===== src/logic/crb_consts.svh =====
`ifndef CRB_CONSTS_SVH
`define CRB_CONSTS_SVH
// Function
// - Inputs captured on rising clock edge; outputs hold otherwise.
// - Reset high clears registers and forces all outputs low.
// - Both chip selects high freeze gated bits; either low lets them update.
// - Clock-enable, termination and chip-select bits always capture their inputs.
// - Unused inputs ignored as standby; unused outputs always driven low.
// - One-to-one mode gates inputs 2,3,5,6 and 8 through 25.
// - One-to-two variant A gates inputs 2,3,5,6 and 8 through 14.
// - One-to-two variant B gates inputs 1-6, 8-10, 12, 13.
// - Variant B: chip select on 7, termination on 11, clock-enable on 14.
// - Reset has priority over chip-select gating.

// ****************************************
// Widths and bit positions (1-based positions mapped to index-1)
// ****************************************
`define CRB_WIDTH 25
`define CRB_HALF 14
`define CRB_IDX_CKE_A 0
`define CRB_IDX_ODT_A 3
`define CRB_IDX_CS 6
`define CRB_IDX_ODT_B 10
`define CRB_IDX_CKE_B 13
// Ungated bits per mode, as masks over the 25 positions
`define CRB_UNGATED_1TO1 25'h0000049
`define CRB_UNGATED_A 25'h0000049
`define CRB_UNGATED_B 25'h0002440
// Active positions per mode
`define CRB_ACTIVE_1TO1 25'h1FFFFFF
`define CRB_ACTIVE_HALF 25'h0003FFF
`define CRB_ZERO 25'h0000000
`endif


===== src/logic/crb_pkg.sv =====
package crb_pkg;
	typedef enum logic [1:0] {
		CRB_ONE_TO_ONE = 2'h0,
		CRB_RSVD = 2'h1,
		CRB_VARIANT_A = 2'h2,
		CRB_VARIANT_B = 2'h3
	} crb_mode_t;
	typedef struct packed {
		logic [24:0] a;
		logic [24:0] b;
	} crb_out_t;
endpackage


===== src/logic/crb_mode_decode.sv =====
`timescale 1ns/100ps
`include "crb_consts.svh"
module crb_mode_decode (
	input wire logic variant_select,
	input wire logic fanout_select,
	output crb_pkg::crb_mode_t mode,
	output logic [24:0] active_mask,
	output logic [24:0] gated_mask
);
	// ****************************************
	// Configuration decode
	// ****************************************
	// Second select picks fan-out, first picks variant
	always_comb begin
		mode = crb_pkg::crb_mode_t'({fanout_select, variant_select});
		case (mode)
			crb_pkg::CRB_VARIANT_A: begin
				active_mask = `CRB_ACTIVE_HALF;
				gated_mask = `CRB_ACTIVE_HALF & ~`CRB_UNGATED_A;
			end
			crb_pkg::CRB_VARIANT_B: begin
				active_mask = `CRB_ACTIVE_HALF;
				gated_mask = `CRB_ACTIVE_HALF & ~`CRB_UNGATED_B;
			end
			crb_pkg::CRB_ONE_TO_ONE: begin
				active_mask = `CRB_ACTIVE_1TO1;
				gated_mask = `CRB_ACTIVE_1TO1 & ~`CRB_UNGATED_1TO1;
			end
			default: begin
				// Variant select with one-to-one is unlisted; treat as one-to-one
				active_mask = `CRB_ACTIVE_1TO1;
				gated_mask = `CRB_ACTIVE_1TO1 & ~`CRB_UNGATED_1TO1;
			end
		endcase
	end
endmodule


===== src/logic/crb_buffer.sv =====
`timescale 1ns/100ps
`include "crb_consts.svh"
module crb_buffer (
	input wire logic CLOCK,
	input wire logic RST,
	input wire logic VARIANT_SELECT,
	input wire logic FANOUT_SELECT,
	input wire logic SECONDARY_CHIP_SELECT_IN_N,
	input wire logic [24:0] BUFFER_INPUT_BIT,
	output logic [24:0] BUFFER_OUTPUT_BIT_A,
	output logic [24:0] BUFFER_OUTPUT_BIT_B
);
	crb_pkg::crb_mode_t mode;
	logic [24:0] active_mask;
	logic [24:0] gated_mask;
	logic [24:0] ungated_mask;
	logic freeze;
	logic fanout2;
	logic [24:0] data_d;
	crb_pkg::crb_out_t out_d;
	crb_pkg::crb_out_t out_q;

	// ****************************************
	// Mode decode
	// ****************************************
	crb_mode_decode u_dec (
		.variant_select(VARIANT_SELECT),
		.fanout_select(FANOUT_SELECT),
		.mode(mode),
		.active_mask(active_mask),
		.gated_mask(gated_mask)
	);

	// Primary chip select sits on position 7 in every mode
	assign freeze = BUFFER_INPUT_BIT[`CRB_IDX_CS] & SECONDARY_CHIP_SELECT_IN_N;
	assign fanout2 = (mode == crb_pkg::CRB_VARIANT_A) || (mode == crb_pkg::CRB_VARIANT_B);
	assign ungated_mask = active_mask & ~gated_mask;

	// ****************************************
	// Next value
	// ****************************************
	// Ungated bits always load; gated bits hold while frozen; unused stay low
	always_comb begin
		data_d = (BUFFER_INPUT_BIT & ungated_mask)
			| ((freeze ? out_q.a : BUFFER_INPUT_BIT) & gated_mask);
		data_d = data_d & active_mask;
		out_d.a = data_d;
		out_d.b = fanout2 ? data_d : `CRB_ZERO;
	end

	// ****************************************
	// Output register
	// ****************************************
	// Reset wins over gating and loads zeros on the edge
	always_ff @(posedge CLOCK) begin
		if (RST) begin
			out_q <= '0;
		end else begin
			out_q <= out_d;
		end
	end

	assign BUFFER_OUTPUT_BIT_A = out_q.a;
	assign BUFFER_OUTPUT_BIT_B = out_q.b;
endmodule


===== config.mk =====
export PLATFORM = sky130hd
export DESIGN_NAME = crb_buffer
export DESIGN_NICKNAME = d
export VERILOG_FILES = /design/src/logic/crb_pkg.sv /design/src/logic/crb_mode_decode.sv /design/src/logic/crb_buffer.sv
export VERILOG_INCLUDE_DIRS = /design/src /design/src/logic
export SDC_FILE = /design/constraint.sdc
export NUM_CORES = 1
export LEC_CHECK = 0
export ABC_AREA = 1
export BUFFER_PORTS_ARGS = -buffer_cell sky130_fd_sc_hd__buf_2
export CAP_MARGIN = 20
export CORE_MARGIN = 2
export CORE_UTILIZATION = 45
export DETAILED_ROUTE_END_ITERATION = 8
export GPL_ROUTABILITY_DRIVEN = 0
export PLACE_DENSITY = 0.82
export SYNTH_ARGS = -nofsm -noshare
export SYNTH_HDL_FRONTEND = slang
export SYNTH_HIERARCHICAL = 1
export SYNTH_SLANG_ARGS = --single-unit

===== constraint.sdc =====
create_clock -name CLOCK -period 0.9 [get_ports CLOCK]
set_input_delay 0.045 -clock CLOCK [delete_from_list [all_inputs] [get_ports CLOCK]]
set_output_delay 0.045 -clock CLOCK [all_outputs]
set_load 0.005 [all_outputs]

# Word-level counts from Yosys, hierarchy flattened
# Cells that the tools add are included.
dict set report totals {
  output_inout_bits 50
  elab_cells 18
  regBits 50
  rom_bits 0
  ramBits 0
  input_bits 30
  latch_bits 0
  n_memories 0
}
dict set report op_classes {
  div 0
  order_cmp 0
  n_addsub 0
  reduce_logical 3
  muxes 3
  n_eq_ne 2
  bitwise 8
  n_mul 0
  shift 0
}
# cell count
set ops {}
lappend ops {{25-bit AND} 4}
lappend ops {{25-bit two-way mux} 2}
lappend ops {{25-bit case mux with 2 select lines} 1}
lappend ops {{25-bit NOT} 1}
lappend ops {{25-bit OR} 1}
lappend ops {{2-bit equality test, second input constant} 2}
lappend ops {{2-bit OR reduction} 2}
lappend ops {{1-bit AND} 1}
lappend ops {{1-bit logical OR} 1}
lappend ops {{1-bit NOT} 1}

# Logic depth before layout (Yosys ltp)
dict set report logic_depth {
  word_depth 7
  depth_mapped 7
  depth_no_buf 6
}

# Modules after synthesis
# Netlist, hierarchy kept.
# module seq_area_each_um2 instances area_per_inst_um2 cells_each
set modules_own_cells {}
lappend modules_own_cells {crb_buffer 1001.0 1 1954.4 263}
lappend modules_own_cells {crb_mode_decode 0.0 1 389.1 54}

# Least setup slack after synthesis
# No wires, ideal clock.
dict set report synth_path {
  path_type {input-to-reg}
  from {in FANOUT_SELECT}
  to {reg out_q, in the netlist BUFFER_OUTPUT_BIT_A[14]}
  slack_ns -0.017
  setup_time_ns 0.066
  stages 6
  required_ns 0.834
  arrival_time_ns 0.852
  n_path_buf 1
  path_cell_list {inv_1 > buf_4 > nand3_1 > nand2_1 > nand3_1 > nor2_1}
}
dict set report synth_between {
  elab_chain_cells 7
  word_cells_on_any_way 11
  cone_classes {2 x eq/ne; 2 x mux; 6 x bitwise; 1 x reduce/logical}
}
# item line
set synth_lines {}
lappend synth_lines {{start: declaration} crb_buffer.sv:7} ;# input wire logic FANOUT_SELECT,
lappend synth_lines {{2-bit equality test} crb_mode_decode.sv:16} ;# case (mode)
lappend synth_lines {{25-bit case mux with 2 select lines *} crb_mode_decode.sv:16}
lappend synth_lines {{via gated_mask[14]} crb_buffer.sv:15} ;# logic [24:0] gated_mask;
lappend synth_lines {{25-bit NOT} crb_buffer.sv:37} ;# assign ungated_mask = active_mask & ~gated_mask;
lappend synth_lines {{25-bit AND} crb_buffer.sv:37}
lappend synth_lines {{25-bit AND} crb_buffer.sv:44} ;# data_d = (BUFFER_INPUT_BIT & ungated_mask)
lappend synth_lines {{25-bit OR *} crb_buffer.sv:45} ;# | ((freeze ? out_q.a : BUFFER_INPUT_BIT) & gated_mask);
lappend synth_lines {{25-bit AND *} crb_buffer.sv:46} ;# data_d = data_d & active_mask;
lappend synth_lines {{end signal: assignment} crb_buffer.sv:59} ;# out_q <= out_d;
lappend synth_lines {{end: declaration} crb_buffer.sv:21} ;# crb_pkg::crb_out_t out_q;
# The timed path passes the listed nets; every way through them passes the cells marked *.
# A chain may end at the register's enable or synchronous reset.

# Worst setup path after layout
dict set report layout_path {
  from {reg out_q, in the netlist BUFFER_OUTPUT_BIT_A[1]}
  to {out BUFFER_OUTPUT_BIT_A[1]}
}
# item line
set layout_rtl {}
lappend layout_rtl {{end: declaration} crb_buffer.sv:10} ;# output logic [24:0] BUFFER_OUTPUT_BIT_A,
# No word-level cell between the ends.

==> results.yml <==
global_route:
  grt-ovfl-total: 0
  grt_pass1_vias: 1733
  antenna_found_initial: 0
  grt_use_total_pct: 16.2
  grt_max_degree: 34
  grt_pass1_wl_mm: 7.69
layout:
  finish.net_count: 400
  drive_gt1_share_pct: 25.9
  final_cell_mix: "79 x buf_2, 50 x dfxtp_1, 50 x nor2_1"
  stdcell_area_um2: 2670
  layout.cells.non_filler: 440
  diodes: 0
  areaGrowthSynthToFinish_pct: 14.1
  layout_commonest_cell: "buf_2"
power_and_ir_drop:
  p_leak_nw: 1.42
  switching_share_pct: 25.0
  ir_drop_v: 0.000759
  switching_power_mw: 1.03
  pwr-share-comb_pct: 14.2
  internal_power_mw: 3.09
  clock_power_share_pct: 29.2
  powerDensity_nw_per_um2: 1540
  seqPwrFrac_pct: 56.5
hold_path:
  min_to: "BUFFER_OUTPUT_BIT_B[5]"
  hold_depth: 5
  hold_class: "in -> reg"
  min-delay-start: "BUFFER_INPUT_BIT[5]"
critical_path:
  slowest_stage: "dfxtp_1"
  crit_fanout: 2
  cpPeakStageDelay_ps: 350
  path_buf_inv: 1
  reg2regPathDepth: 4
  cp_top_family: "flip-flops"
  endpoint_kind: "primary output"
  rrSetupSlack_ps: 200
  reg2reg_to: "BUFFER_OUTPUT_BIT_A[19]"
  rr_startpoint: "BUFFER_OUTPUT_BIT_A[19]"
  worstPathCellList: "buf_2"
  cp.arrival_ps: 760
  worstPathRequired_ps: 850
  critPathKind: "reg -> out"
  crit_path_start_kind: "register"
route:
  dr.pass1.iters: 4
  top_layer: "met4"
  met1_length_mm: 2.06
  drt-initial-drc-count: 93
  wirelength_mm: 4.50
  final_antenna_net_count: 0
  route.met3.wl_um: 331
  num_vias: 1921
  wire_per_inst_um: 10.2
  drc: 0
  drt-vias-per-instance: 4.37
  dr_wl_met2_mm: 2.09
floorplanning:
  core_area_um2: 5040
  ios: 80
  die_area_um2: 5780
  die_h_um: 76.1
  die_w_um: 76.1
  num_rows: 26
  initial_core_util_pct: 46.3
clock_tree:
  cts.repair.resized: 0
  root_buffer: "clkbuf_8"
  worstSkewPairLatency_ps: 290
  cts_hold_buf: 0
  clock-sinks: 50
  clk_path_buf_depth: 2
  cts_buffers: 5
  clkTransAtPathRegs_ps: 80
  cts_tree: "yes"
  htree_levels: 2
  post_cts_buffers: 0
placement:
  dp_cells: 433
  hpwl_mm: 3.25
  portBuffers: 79
  placed_cell_area_um2: 2590
job:
  maxCapViolations: 0
logic_synthesis:
  netlist_area_um2: 2340
  netlist_instances: 316
  avgSynthCellArea_um2: 7.39
  ys_warn_count: 6
sta:
  slew_viol_final: 0
  period_share_pct: 89.5
  hold_slack_ps: 92.2
  fin_worst_skew_ps: 1.57
  hold_viol_final: 0
  clock.fmax_ghz: 1.24
  fin_tns_setup_ps: 0
  setup_viol: 0
  finalCriticalPeriod_ps: 806
  rsz0062_at_grt: "no"
outcome:
  status: "completed"
routing by layer:
metal | vias up | GRT usage, %
met4 | 0 | 4.36
met1 | 833 | 20.5
met2 | 64 | 26.8
met3 | 2 | 5.33
li1 | 1022 | -
met5 | - | 0
worst max-delay path by stage:
stage                           start                 endpoint  slack, ps  depth (start not counted)
2_1_floorplan           FANOUT_SELECT  BUFFER_OUTPUT_BIT_A[15]         70                          6
3_3_place_gp            FANOUT_SELECT  BUFFER_OUTPUT_BIT_B[24]         50                          7
3_5_place_dp            FANOUT_SELECT  BUFFER_OUTPUT_BIT_A[19]         40                          7
4_1_cts        BUFFER_OUTPUT_BIT_A[8]   BUFFER_OUTPUT_BIT_A[8]         90                          1
5_1_grt        BUFFER_OUTPUT_BIT_A[1]   BUFFER_OUTPUT_BIT_A[1]         40                          1
6_report       BUFFER_OUTPUT_BIT_A[1]   BUFFER_OUTPUT_BIT_A[1]         90                          1
sequential cells by signal, summed over array words and instances (netlist names):
| signal | cells |
|---|---|
| BUFFER_OUTPUT_BIT_A | 25 |
| BUFFER_OUTPUT_BIT_B | 25 |
metrics by stage:
stage,worst slack [ps],utilization (%),total power [mW]
floorplan,71.9,-,2.86
global placement,53.0,51.4,2.96
detailed placement,35.6,51.4,2.97
CTS,85.0,52.9,4.19
global route,37.6,52.9,4.37
finish,94.3,52.9,4.12
power by group through the flow:
stage	logic [mW]	registers, mW	clock network (mW)
floorplan	0.473	2.39	0
global placement	0.579	2.38	0
detailed placement	0.591	2.38	0
CTS	0.592	2.33	1.27
global route	0.671	2.34	1.36
finish	0.587	2.33	1.20
layout make-up:
class | instances | area (µm²)
timing repair buffer | 88 | 526
sequential | 50 | 1000
tap | 70 | 87.6
fill | 485 | 2380
clock buffer | 7 | 76.3
inverter | 51 | 195
multi-input combinational | 174 | 781
(Power assumes the default switching activity.)
